==> src/hdl/pacc_consts.vh <==
// Constants for the pulse accumulator: offsets, fields, resets, timing
`ifndef PACC_CONSTS_VH
`define PACC_CONSTS_VH

`define PACC_ADDR_W        6
`define PACC_OFF_CTRL      6'h20
`define PACC_OFF_FLAGS     6'h21
`define PACC_OFF_CNT_HI    6'h22
`define PACC_OFF_CNT_LO    6'h23

`define PACC_CTRL_ENABLE   6
`define PACC_CTRL_MODE     5
`define PACC_CTRL_EDGE     4
`define PACC_CTRL_CLK_HI   3
`define PACC_CTRL_CLK_LO   2
`define PACC_CTRL_OVF_IE   1
`define PACC_CTRL_IN_IE    0

`define PACC_FLG_OVF       1
`define PACC_FLG_IN        0

`define PACC_CTRL_RESET    8'h00
`define PACC_FLAGS_RESET   8'h00
`define PACC_COUNT_RESET   16'h0000

`define PACC_GATE_DIV      64
`define PACC_DIV_256_W     8
`define PACC_DIV_64K_W     16

`define PACC_CLK_PRESCALE  2'h0
`define PACC_CLK_PULSE     2'h1
`define PACC_CLK_PULSE_256 2'h2
`define PACC_CLK_PULSE_64K 2'h3

`endif

==> src/hdl/pacc_edge_sync.v <==
// Pin synchroniser and edge detector for the shared channel seven pin
module pacc_edge_sync
(
  input  wire clk_in,
  input  wire rst_n_in,
  input  wire pin_in,
  output reg  level_out,
  output wire rise_out,
  output wire fall_out
);

  reg meta_reg;
  reg sync_reg;

  // --------------------------------------------------------------
  // Two-stage synchroniser then edge detect
  // --------------------------------------------------------------
  always @(posedge clk_in)
  begin
    if (!rst_n_in)
    begin
      meta_reg  <= 1'b0;
      sync_reg  <= 1'b0;
      level_out <= 1'b0;
    end
    else
    begin
      meta_reg  <= pin_in;
      sync_reg  <= meta_reg;
      level_out <= sync_reg;
    end
  end

  assign rise_out = sync_reg & ~level_out;
  assign fall_out = ~sync_reg & level_out;

endmodule

==> src/hdl/pacc_top.v <==
// Sixteen-bit pulse accumulator with register port and timer clock select
//
// Overview of operation
// - Enable bit 6 counts channel seven pin
// - Event-mode pulse counter runs independent of timer enable
// - Mode bit 5: event or gated
// - Event mode: edge bit picks falling/rising
// - Gated: div64 clock while pin active level
// - Div64 tick comes from prescaler, needs timer
// - Clock select picks timer counter clock source
// - Disabled counter forces prescaler clock select
// - Clock source switch acts immediately
// - Overflow flag and enable request interrupt
// - Input flag and enable request interrupt
// - Overflow flag set on 0xffff wrap
// - Input flag on event or gate trailing edge
// - Write-one clears flag while any enabled
// - Fast clear: count access clears flags
// - Sixteen-bit count, readable writable anytime
// - Pin synchronised before counting
`include "pacc_consts.vh"

module pacc_top
#(
  parameter CNT_W = 16
)
(
  input  wire                     SYS_CLK_IN,
  input  wire                     RST_N_IN,
  input  wire [`PACC_ADDR_W-1:0]  ADDR_IN,
  input  wire [7:0]               WDATA_IN,
  input  wire                     WR_IN,
  input  wire                     RD_IN,
  input  wire                     WORD_IN,
  output reg  [15:0]              RDATA_OUT,
  input  wire                     CHANNEL_SEVEN_PIN_IN,
  input  wire                     MAIN_TIMER_ENABLE_IN,
  input  wire                     FAST_FLAG_CLEAR_IN,
  input  wire                     PRESCALER_TICK_IN,
  input  wire                     PRESCALER_DIV64_TICK_IN,
  output wire                     TIMER_COUNTER_TICK_OUT,
  output wire                     PULSE_COUNTER_CLOCK_OUT,
  output wire                     OVERFLOW_IRQ_OUT,
  output wire                     INPUT_EDGE_IRQ_OUT
);

  // --------------------------------------------------------------
  // Declarations
  // --------------------------------------------------------------
  reg  [7:0]        ctrl_reg;
  reg  [7:0]        ctrl_next;
  reg               ovf_flag_reg;
  reg               ovf_flag_next;
  reg               in_flag_reg;
  reg               in_flag_next;
  reg  [CNT_W-1:0]  count_reg;
  reg  [CNT_W-1:0]  count_next;
  reg  [7:0]        div256_reg;
  reg  [7:0]        div256_next;
  reg  [7:0]        div64k_reg;
  reg  [7:0]        div64k_next;
  reg  [15:0]       rdata_next;

  wire              pin_level;
  wire              pin_rise;
  wire              pin_fall;
  wire              pulse_count_enable;
  wire              count_mode_select;
  wire              edge_polarity_select;
  wire [1:0]        clk_sel;
  wire              event_edge;
  wire              gate_active;
  wire              gate_trailing;
  wire              gate_tick;
  wire              pulse_tick;
  wire              count_wrap;
  wire              any_enable;
  wire              wr_ctrl;
  wire              wr_flags;
  wire              wr_hi;
  wire              wr_lo;
  wire              count_access;
  wire              div256_tick;
  wire              div64k_tick;
  reg               timer_tick;

  // --------------------------------------------------------------
  // Address decode helper
  // --------------------------------------------------------------
  function hit;
    input [`PACC_ADDR_W-1:0] addr;
    input [`PACC_ADDR_W-1:0] target;
    begin
      hit = (addr == target);
    end
  endfunction

  // --------------------------------------------------------------
  // Pin synchroniser
  // --------------------------------------------------------------
  pacc_edge_sync u_sync
  (
    .clk_in    (SYS_CLK_IN),
    .rst_n_in  (RST_N_IN),
    .pin_in    (CHANNEL_SEVEN_PIN_IN),
    .level_out (pin_level),
    .rise_out  (pin_rise),
    .fall_out  (pin_fall)
  );

  // --------------------------------------------------------------
  // Control fields
  // --------------------------------------------------------------
  assign pulse_count_enable   = ctrl_reg[`PACC_CTRL_ENABLE];
  assign count_mode_select    = ctrl_reg[`PACC_CTRL_MODE];
  assign edge_polarity_select = ctrl_reg[`PACC_CTRL_EDGE];
  assign clk_sel = ctrl_reg[`PACC_CTRL_CLK_HI:`PACC_CTRL_CLK_LO];

  // --------------------------------------------------------------
  // Counting events
  // --------------------------------------------------------------
  assign event_edge    = edge_polarity_select ? pin_rise : pin_fall;
  assign gate_active   = edge_polarity_select ? ~pin_level : pin_level;
  assign gate_trailing = edge_polarity_select ? pin_rise : pin_fall;
  assign gate_tick = MAIN_TIMER_ENABLE_IN & PRESCALER_DIV64_TICK_IN & gate_active;

  assign pulse_tick = pulse_count_enable &
                      (count_mode_select ? gate_tick : event_edge);
  assign PULSE_COUNTER_CLOCK_OUT = pulse_tick;

  // --------------------------------------------------------------
  // Register port decode
  // --------------------------------------------------------------
  function count_hit;
    input [`PACC_ADDR_W-1:0] addr;
    begin
      count_hit = hit(addr, `PACC_OFF_CNT_HI) | hit(addr, `PACC_OFF_CNT_LO);
    end
  endfunction

  assign wr_ctrl  = WR_IN & hit(ADDR_IN, `PACC_OFF_CTRL);
  assign wr_flags = WR_IN & hit(ADDR_IN, `PACC_OFF_FLAGS);
  // Word write loads the high byte, low byte keeps
  assign wr_hi    = WR_IN & hit(ADDR_IN, `PACC_OFF_CNT_HI);
  assign wr_lo    = WR_IN & hit(ADDR_IN, `PACC_OFF_CNT_LO) & ~WORD_IN;
  assign count_access = (WR_IN | RD_IN) & count_hit(ADDR_IN);

  assign count_wrap = pulse_tick & (count_reg == {CNT_W{1'b1}});
  assign any_enable = MAIN_TIMER_ENABLE_IN | pulse_count_enable;

  // --------------------------------------------------------------
  // Control register next value
  // --------------------------------------------------------------
  always @*
  begin
    ctrl_next = ctrl_reg;
    if (wr_ctrl)
      ctrl_next = {1'b0, WDATA_IN[6:0]};
  end

  // --------------------------------------------------------------
  // Count register next value
  // --------------------------------------------------------------
  always @*
  begin
    count_next = count_reg;
    if (pulse_tick)
      count_next = count_reg + {{(CNT_W-1){1'b0}}, 1'b1};
    if (wr_hi)
      count_next[15:8] = WDATA_IN;
    if (wr_lo)
      count_next[7:0] = WDATA_IN;
  end

  // --------------------------------------------------------------
  // Flag next values
  // --------------------------------------------------------------
  // Hardware set wins over a same-cycle clear
  always @*
  begin
    ovf_flag_next = ovf_flag_reg;
    if (wr_flags && any_enable && WDATA_IN[`PACC_FLG_OVF])
      ovf_flag_next = 1'b0;
    if (FAST_FLAG_CLEAR_IN && count_access)
      ovf_flag_next = 1'b0;
    if (count_wrap)
      ovf_flag_next = 1'b1;
  end

  always @*
  begin
    in_flag_next = in_flag_reg;
    if (wr_flags && any_enable && WDATA_IN[`PACC_FLG_IN])
      in_flag_next = 1'b0;
    if (FAST_FLAG_CLEAR_IN && count_access)
      in_flag_next = 1'b0;
    if (pulse_count_enable && (count_mode_select ? gate_trailing : event_edge))
      in_flag_next = 1'b1;
  end

  // --------------------------------------------------------------
  // Read data next value
  // --------------------------------------------------------------
  always @*
  begin
    rdata_next = 16'h0000;
    if (RD_IN)
    begin
      case (ADDR_IN)
        `PACC_OFF_CTRL:   rdata_next = {8'h00, ctrl_reg};
        `PACC_OFF_FLAGS:  rdata_next = {14'h0000, ovf_flag_reg, in_flag_reg};
        `PACC_OFF_CNT_HI: rdata_next = WORD_IN ? count_reg : {8'h00, count_reg[15:8]};
        `PACC_OFF_CNT_LO: rdata_next = {8'h00, count_reg[7:0]};
        default:          rdata_next = 16'h0000;
      endcase
    end
  end

  // --------------------------------------------------------------
  // Timer counter clock dividers
  // --------------------------------------------------------------
  function [7:0] inc8;
    input [7:0] value;
    begin
      inc8 = value + 8'h01;
    end
  endfunction

  assign div256_tick = pulse_tick & (div256_reg == 8'hff);
  assign div64k_tick = div256_tick & (div64k_reg == 8'hff);

  always @*
  begin
    if (pulse_tick)
      div256_next = inc8(div256_reg);
    else
      div256_next = div256_reg;
  end

  always @*
  begin
    if (div256_tick)
      div64k_next = inc8(div64k_reg);
    else
      div64k_next = div64k_reg;
  end

  // --------------------------------------------------------------
  // Timer counter clock select
  // --------------------------------------------------------------
  // Combinational select so a new source acts at once
  always @*
  begin
    if (!pulse_count_enable)
      timer_tick = PRESCALER_TICK_IN;
    else
    begin
      case (clk_sel)
        `PACC_CLK_PRESCALE:  timer_tick = PRESCALER_TICK_IN;
        `PACC_CLK_PULSE:     timer_tick = pulse_tick;
        `PACC_CLK_PULSE_256: timer_tick = div256_tick;
        `PACC_CLK_PULSE_64K: timer_tick = div64k_tick;
        default:             timer_tick = PRESCALER_TICK_IN;
      endcase
    end
  end
  assign TIMER_COUNTER_TICK_OUT = timer_tick;

  // --------------------------------------------------------------
  // Control register
  // --------------------------------------------------------------
  always @(posedge SYS_CLK_IN)
  begin
    if (!RST_N_IN)
    begin
      ctrl_reg <= `PACC_CTRL_RESET;
    end
    else
    begin
      ctrl_reg <= ctrl_next;
    end
  end

  // --------------------------------------------------------------
  // Flag registers
  // --------------------------------------------------------------
  always @(posedge SYS_CLK_IN)
  begin
    if (!RST_N_IN)
    begin
      ovf_flag_reg <= 1'b0;
      in_flag_reg  <= 1'b0;
    end
    else
    begin
      ovf_flag_reg <= ovf_flag_next;
      in_flag_reg  <= in_flag_next;
    end
  end

  // --------------------------------------------------------------
  // Count register
  // --------------------------------------------------------------
  always @(posedge SYS_CLK_IN)
  begin
    if (!RST_N_IN)
    begin
      count_reg <= `PACC_COUNT_RESET;
    end
    else
    begin
      count_reg <= count_next;
    end
  end

  // --------------------------------------------------------------
  // Divider registers
  // --------------------------------------------------------------
  always @(posedge SYS_CLK_IN)
  begin
    if (!RST_N_IN)
    begin
      div256_reg <= 8'h00;
      div64k_reg <= 8'h00;
    end
    else
    begin
      div256_reg <= div256_next;
      div64k_reg <= div64k_next;
    end
  end

  // --------------------------------------------------------------
  // Read data register
  // --------------------------------------------------------------
  always @(posedge SYS_CLK_IN)
  begin
    if (!RST_N_IN)
    begin
      RDATA_OUT <= 16'h0000;
    end
    else
    begin
      RDATA_OUT <= rdata_next;
    end
  end

  // --------------------------------------------------------------
  // Interrupt requests
  // --------------------------------------------------------------
  assign OVERFLOW_IRQ_OUT   = ovf_flag_reg & ctrl_reg[`PACC_CTRL_OVF_IE];
  assign INPUT_EDGE_IRQ_OUT = in_flag_reg & ctrl_reg[`PACC_CTRL_IN_IE];

endmodule

==> config.mk <==
export PLATFORM = sky130hd
export DESIGN_NAME = pacc_top
export DESIGN_NICKNAME = d
export VERILOG_FILES = /design/src/hdl/pacc_edge_sync.v /design/src/hdl/pacc_top.v
export VERILOG_INCLUDE_DIRS = /design/src /design/src/hdl
export SDC_FILE = /design/constraint.sdc
export NUM_CORES = 1
export LEC_CHECK = 0
export ABC_AREA = 1
export BUFFER_PORTS_ARGS = -buffer_cell sky130_fd_sc_hd__buf_2
export CAP_MARGIN = 30
export CORE_UTILIZATION = 50
export CTS_BUF_LIST = sky130_fd_sc_hd__clkbuf_2
export DETAILED_ROUTE_END_ITERATION = 12
export PLACE_DENSITY = 0.71
export SYNTH_ARGS = -nofsm -noshare
export SYNTH_HDL_FRONTEND = slang
export SYNTH_SLANG_ARGS = --single-unit
==> constraint.sdc <==
create_clock -name SYS_CLK_IN -period 4.5 [get_ports SYS_CLK_IN]
set_clock_uncertainty 0.2 [all_clocks]
set_input_delay 0.225 -clock SYS_CLK_IN [delete_from_list [all_inputs] [get_ports SYS_CLK_IN]]
set_output_delay 0.225 -clock SYS_CLK_IN [all_outputs]
set_load 0.01 [all_outputs]
==> summary.md, run 1 <==
| Metric | Value |
|---|---|
| Initial core utilization | `51.5%` |
| Peak VDD IR | `~0.19 mV` |
| Actual slew at the worst max-slew pin | `~0.83 ns` |
| Largest buffer count on any clock path | `2` |
| Ys flop type | `dfxtp_1` |
| Fmax | `~0.39 GHz` |
| Slew margin rel. | `44.6%` |
| Clk_lat worst skew | `roughly 0.5 ns` |
| Ys async rst share | `0%` |
| Die Width | `~83 um` |
| WP data arrival | `between 2 and 3 ns` |
| Die area | `6870 um^2` |
| Max-Cap Viols | `0` |
| Final hold vios | `0` |
| Share of cells above drive strength 1 | `between 10 and 15%` |
| Post-synthesis sequential area ratio | `approximately 37%` |
| Drt initial violations | `between 200 and 300` |
| RePlAce Congestion | `between 0.9 and 1` |
| Post_cts resized | `0` |
| P&R area growth vs syn | `19.4%` |
| Largest net degree at the start of global routing | `24` |
| Setup crit start kind | `primary input` |
| Syn_nets | `around 520` |
| FP Rows | `29` |
| Syn avg cell area | `roughly 6.6 um^2` |
| #FFs+latches synth | `60` |
| CTS H-tree lvls | `3` |
| Root Driver | `clkbuf_2` |
| Period utilisation layout | `56.5%` |
| Total power | `951 uW` |
| Drt pass-1 iters | `7` |
| Post-synth EDFFs | `0` |
| Worst Setup Path Type | `primary input to flip-flop` |
| Power Density | `roughly 240 nW/um^2` |
| Routed Antenna Nets | `0` |
| DP HPWL | `roughly 6 mm` |
| Ant diodes | `0` |
| # setup viols final | `0` |
| Max FO, Critical Path | `12` |
| PortBufs | `between 40 and 50` |
| CTS buffer count | `9` |
| Final worst slack | `1.96 ns` |
| Core ar. | `roughly 6300 um^2` |
| Die boundary height | `82.9 um` |
| IO Pins | `44` |
| Syn. warnings | `0` |
| Total grt overflow | `0` |
| First-pass GRT wire length | `about 14 mm` |
| Fill cells | `618` |
| DRC | `0` |
| Dpl ws | `about 2.5 ns` |
| Initial antenna violation count | `0` |
| Slew Viols, Final | `0` |
| Post-layout min period | `about 2.5 ns` |
| Required time of the critical path | `approximately 4.7 ns` |
| Status | `finished, final reports clean` |
| Util after Layout | `between 60% and 70%` |
| Synth cell types | `36` |
| RSZ-0062 raised after global routing | `no` |
| Number of global-route vias before repair | `3003` |
| Fin nets | `between 500 and 600` |
| Post-detailed-route wirelength per cell | `~13 um` |
| Synthesized area | `3270 um^2` |
| CP endpoint kind | `flip-flop` |
| Overall routing resource usage | `approximately a quarter` |
| Routed vias/inst | `5.19` |
| Hold Crit Class | `primary input to flip-flop` |
| CTS tree | `done` |
| Sum Neg Setup Slack | `0 ns` |
| Synth Instances | `roughly 490` |
| Lkg Pwr | `between 0.0015 and 0.002 uW` |
| Vias | `approximately 3300` |
| Clock-pin slew on the worst setup and hold paths | `~0.20 ns` |
| Final wirelength | `about 8.4 mm` |
| Clock sink total | `60` |
Yosys cell counts (2+ instances only):
cell	instances	area share, %
a21oi_1	37	5.7
nor3_1	16	2.4
clkbuf_1	3	0.34
o21ai_1	3	0.46
nand2_2	3	0.57
inv_1	62	7.1
xor2_1	8	2.1
dfxtp_1	60	37
o21ai_2	2	0.54
o2111ai_1	2	0.54
nand2_1	130	15
buf_4	3	0.69
nor2_4	3	1.0
nor2_2	3	0.57
inv_2	5	0.57
nand4_1	9	1.7
ha_1	3	1.1
nand3_4	2	1.1
o21ai_0	26	4.0
nand2_4	2	0.69
buf_6	3	1.0
or2_2	2	0.38
nor2_1	57	6.5
nand3_1	34	5.2
xnor2_1	3	0.80
final cells by class:
class | count | area, um^2 | area share [%]
Inverter | 67 | 251 | 6.44
Timing Repair Buffer | 71 | 495 | 12.7
Clock inverter | 7 | 75.1 | 1.92
Sequential cell | 60 | 1200 | 30.7
Multi-Input combinational cell | 354 | 1740 | 44.6
Clock buffer | 9 | 45.0 | 1.15
Tap cell | 77 | 96.3 | 2.47
final timing paths:
kind	startpoint	endpoint	slack, ns	cells past startpoint
worst min register to register	u_sync.meta_reg$_SDFF_PN0_	u_sync.sync_reg$_SDFF_PN0_	0.24	2
worst max register to register	ctrl_reg[4]$_SDFFE_PN0P_	div64k_reg[0]$_SDFFE_PN0P_	2.47	9
worst max-delay path	ADDR_IN[5]	ctrl_reg[5]$_SDFFE_PN0P_	1.96	10
worst min-delay path	MAIN_TIMER_ENABLE_IN	ovf_flag_reg$_SDFFE_PN0P_	0.03	6
timing repair:
action,CTS,global route
endpoints found under the hold margin,49,0
setup endpoints to repair,0,0
hold buffers,28,0
setup buffers,0,0
through the flow:
stage	area, um^2	std cells	hold slack [ns]
finish	3910	645	0.0315
CTS	3910	645	0.00625
detailed placement	3510	601	0.212
global route	3910	645	0.0383
floorplan	3270	492	0.123
global placement	3510	601	0.205
worst max-delay path: stages:
cell,delay (ns)
dlygate4sd3_1,0.55
buf_2,0.15
inv_1,0.06
nor2_1,0.13
nand3_1,0.14
nor2_1,0.54
inv_1,0.18
o21ai_0,0.18
dlygate4sd3_1,0.57
a21oi_1,0.04
placed cells by master (no fill, tap or decap), drive strengths merged:
| master | instances |
|---|---|
| inv | 68 |
| nand3 | 36 |
| ha | 3 |
| dfxtp | 60 |
| o21a | 1 |
| nor3 | 17 |
| o21ai | 31 |
| nor4 | 1 |
| nand2 | 136 |
| dlygate4sd3 | 28 |
| nor2 | 64 |
| bufinv | 1 |
| buf | 43 |
| clkbuf | 9 |
| nand4 | 9 |
| xor2 | 8 |
| o22ai | 1 |
| a21oi | 38 |
| clkinv | 5 |
| xnor2 | 3 |
| or2 | 2 |
| o211ai | 1 |
| a31oi | 1 |
| o2111ai | 2 |
power by group:
group | internal [uW] | switching, uW | leakage [uW]
Combinational | 26.7 | 35.6 | 0.00115
Clock | 131 | 222 | 0.0000762
Sequential | 534 | 1.49 | 0.000484
Total | 692 | 259 | 0.00171
kinds of logic (layout without fill, tap and decap cells):
group / after synthesis / after routing / synth area share [%]
AOI/OAI and AO/OA: 75 / 75 / 12.3
xor gates and xnor gates: 11 / 11 / 2.95
adders and majority gates: 3 / 3 / 1.15
buffers and inverters: 78 / 154 / 10.0
DFF: 60 / 60 / 36.7
and+or+nand+nor: 265 / 265 / 36.9
routing by layer:
metal / vias to the layer above / part of all wire [%] / track usage, %
li1: 1717 / - / -
met1: 1499 / 46 / 32.6
met2: 112 / 46 / 40.2
met3: 20 / 5.8 / 5.57
met4: 0 / 2.7 / 12.4
met5: - / 0 / 0
(Power assumes the default switching activity.)
==> run 2, diff against run 1 <==
ABC_AREA = 0   (was 1)
PLACE_DENSITY = 0.72   (was 0.71)
clock period = 2.35 ns   (was 4.5 ns; I/O delays follow)
==> summary.md, run 2 <==
| Metric | Value |
|---|---|
| Commonest cells in the netlist | `dfxtp_1 (60), o21ai_0 (24), and2_1 (22)` |
| Routed Antenna Nets | `0` |
| Worst Setup SP | `RST_N_IN` |
| Clock sink total | `60` |
| Total grt overflow | `0` |
| Power Density | `460 nW/um^2` |
| Most common cell in the netlist | `dfxtp_1` |
| Placed Instance Area | `3130 um^2` |
| CP dominant cell by count | `dlygate4sd3_1` |
| Slowest cell on crit path | `dlygate4sd3_1` |
| Die Width | `~78 um` |
| Synth cell types | `46` |
| Peak VDD IR | `~0.31 mV` |
| Slew margin rel. | `approximately 63%` |
| Area share of xor/xnor cells in the synthesized design | `7.06%` |
| Final hold vios | `0` |
| Worst path max stage delay | `between 0.5 and 0.6 ns` |
| Sum Neg Setup Slack | `0 ns` |
| Synthesized area | `2850 um^2` |
| Die boundary height | `77.6 um` |
| Setup crit start kind | `primary input` |
| Share of cells above drive strength 1 | `21.4%` |
| Ys flop type | `dfxtp_1` |
| IO Pins | `44` |
| Ys async rst share | `0%` |
| RePlAce Congestion | `0.844` |
| Mux cell area share after synthesis | `a little under 4%` |
| Required time of the critical path | `2.59 ns` |
| Max-Cap Viols | `0` |
| Compound-Gate Fraction of Synth Area | `19.7%` |
| Core ar. | `approximately 5500 um^2` |
| WP data arrival | `between 2 and 3 ns` |
| Syn. warnings | `0` |
| Area contributors post-synth | `dfxtp_1 (42%), and2_1 (4.8%), xor2_1 (4.6%)` |
| Actual slew at the worst max-slew pin | `roughly 0.56 ns` |
| Clk_lat worst skew | `0.49 ns` |
| #FFs+latches synth | `60` |
| Initial antenna violation count | `0` |
| Max FO, Critical Path | `31` |
| Post-synth EDFFs | `0` |
| Simple-gate share of the synthesized area | `22.0%` |
| Final Cell Area | `3550 um^2` |
| Top-area cell type share of the netlist area | `42.1%` |
| Post-synthesis sequential area ratio | `around 42%` |
| Most frequent cells in the layout | `dfxtp_1 (56), buf_2 (43), dlygate4sd3_1 (27)` |
| Largest buffer count on any clock path | `2` |
| PortBufs | `43` |
| Largest net degree at the start of global routing | `32` |
| Overall routing resource usage | `25.1%` |
| CTS buffer count | `9` |
| Commonest non-fill, non-tap cell in the layout | `dfxtp_1` |
| Period utilisation layout | `between 90 and 100%` |
| Syn avg cell area | `9.06 um^2` |
| First-pass GRT wire length | `around 12 mm` |
| Final wirelength | `roughly 7.3 mm` |
| Hold Crit Class | `primary input to flip-flop` |
| Lkg Pwr | `0.00140 uW` |
| CP endpoint kind | `flip-flop` |
| Fin nets | `416` |
| Die area | `between 6000 and 7000 um^2` |
| Adder-Cell Fraction of Synth Area | `around 1.3%` |
| Clock-pin slew on the worst setup and hold paths | `approximately 0.15 ns` |
| CTS tree | `done` |
| Number of global-route vias before repair | `2530` |
| Largest family of logic cells by synthesized area | `simple AND/OR/NAND/NOR gates` |
| Vias | `roughly 2800` |
| Worst Setup Path Type | `primary input to flip-flop` |
| Initial core utilization | `between 50 and 60%` |
| Fmax | `between 0.4 and 0.5 GHz` |
| Syn_nets | `between 300 and 400` |
| Drt pass-1 iters | `5` |
| DRC | `0` |
| Ant diodes | `0` |
| Post-layout min period | `about 2.3 ns` |
| DP HPWL | `4.75 mm` |
| Cell taking the most area after synthesis | `dfxtp_1` |
| FP Rows | `27` |
| Slew Viols, Final | `0` |
| Routed vias/inst | `around 5.9` |
| Post-detailed-route wirelength per cell | `around 16 um` |
| Root Driver | `clkbuf_2` |
| R2R Path Start | `u_sync.level_out$_SDFF_PN0_` |
| Synth Instances | `315` |
| P&R area growth vs syn | `24.5%` |
| Critical-path cell list | `dlygate4sd3_1 -> buf_2 -> nand2_1 -> dlygate4sd3_1 -> nor3_1 -> dlygate4sd3_1` |
| # setup viols final | `0` |
| Hold_sp | `ADDR_IN[2]` |
| Drt initial violations | `417` |
| Status | `finished, final reports clean` |
| RSZ-0062 raised after global routing | `yes` |
| CTS H-tree lvls | `3` |
## run 2: kinds of logic (layout without fill, tap and decap cells)
| logic type | after synthesis | after routing |
|---|---|---|
| adders and majority gates | 3 | 3 |
| DFF | 60 | 60 |
| muxes | 11 | 11 |
| xor gates and xnor gates | 23 | 23 |
| AOI/OAI and AO/OA | 84 | 84 |
| and+or+nand+nor | 110 | 110 |
| buffers and inverters | 24 | 102 |
## run 2: power by group
part | switching [uW] | leakage (uW) | total [uW] | internal, uW
sequential | 4.42 | 0.000486 | 1020 | 1020
combinational | 60.2 | 0.000858 | 120 | 59.7
clock | 356 | 0.0000566 | 489 | 133
## run 2: cell type report
type | count | area (um^2)
Fill cell | 466 | 1950
Multi-Input combinational cell | 231 | 1590
Clock inverter | 4 | 17.5
Clock buffer | 11 | 55.1
Sequential cell | 60 | 1210
Inverter | 6 | 22.5
Timing Repair Buffer | 81 | 568
Tap cell | 72 | 90.1
## run 2: stage by stage
step                      power [uW]  util [%]  setup slack, ns  hold slack [ns]  instances
after floorplan                 1090         -            0.614           0.0417        315
after global placement          1130      56.8            0.290            0.125        420
after detailed placement        1130      56.8            0.195            0.131        420
after CTS                       1630      63.4           0.0189          0.00210        463
after global routing            1700      64.5          -0.0190          0.00926        465
final                           1630      64.5           0.0776           0.0246        465
## run 2: worst paths after layout
check | slack (ns) | to | cells after the start
setup / recovery | 0.08 | RDATA_OUT[7]$_SDFF_PN0_ | 6
hold / removal | 0.02 | in_flag_reg$_SDFFE_PN0P_ | 4
setup reg to reg | 0.29 | div64k_reg[5]$_SDFFE_PN0P_ | 6
hold reg to reg | 0.29 | div64k_reg[7]$_SDFFE_PN0P_ | 2
## run 2: timing repair
item	CTS	global route
gates resized for setup	5	8
setup endpoints to repair	2	3
setup buffers	1	2
pin swaps	1	5
hold buffers	27	0
hold endpoints to repair	41	0
gates cloned	0	0
## run 2: per-layer routing
metal | track usage, % | vias to the layer above | share of wire [%]
li1 | - | 1303 | -
met1 | 30.4 | 1280 | 43
met2 | 42.2 | 143 | 47
met3 | 5.41 | 25 | 7.1
met4 | 11.9 | 0 | 2.6
met5 | 0 | - | 0
## run 2: critical path, delay by kind of cell
| kind | cells | cell delay, ns |
|---|---|---|
| buffers and inverters | 4 | 2.12 |
| and+or+nand+nor | 2 | 0.27 |
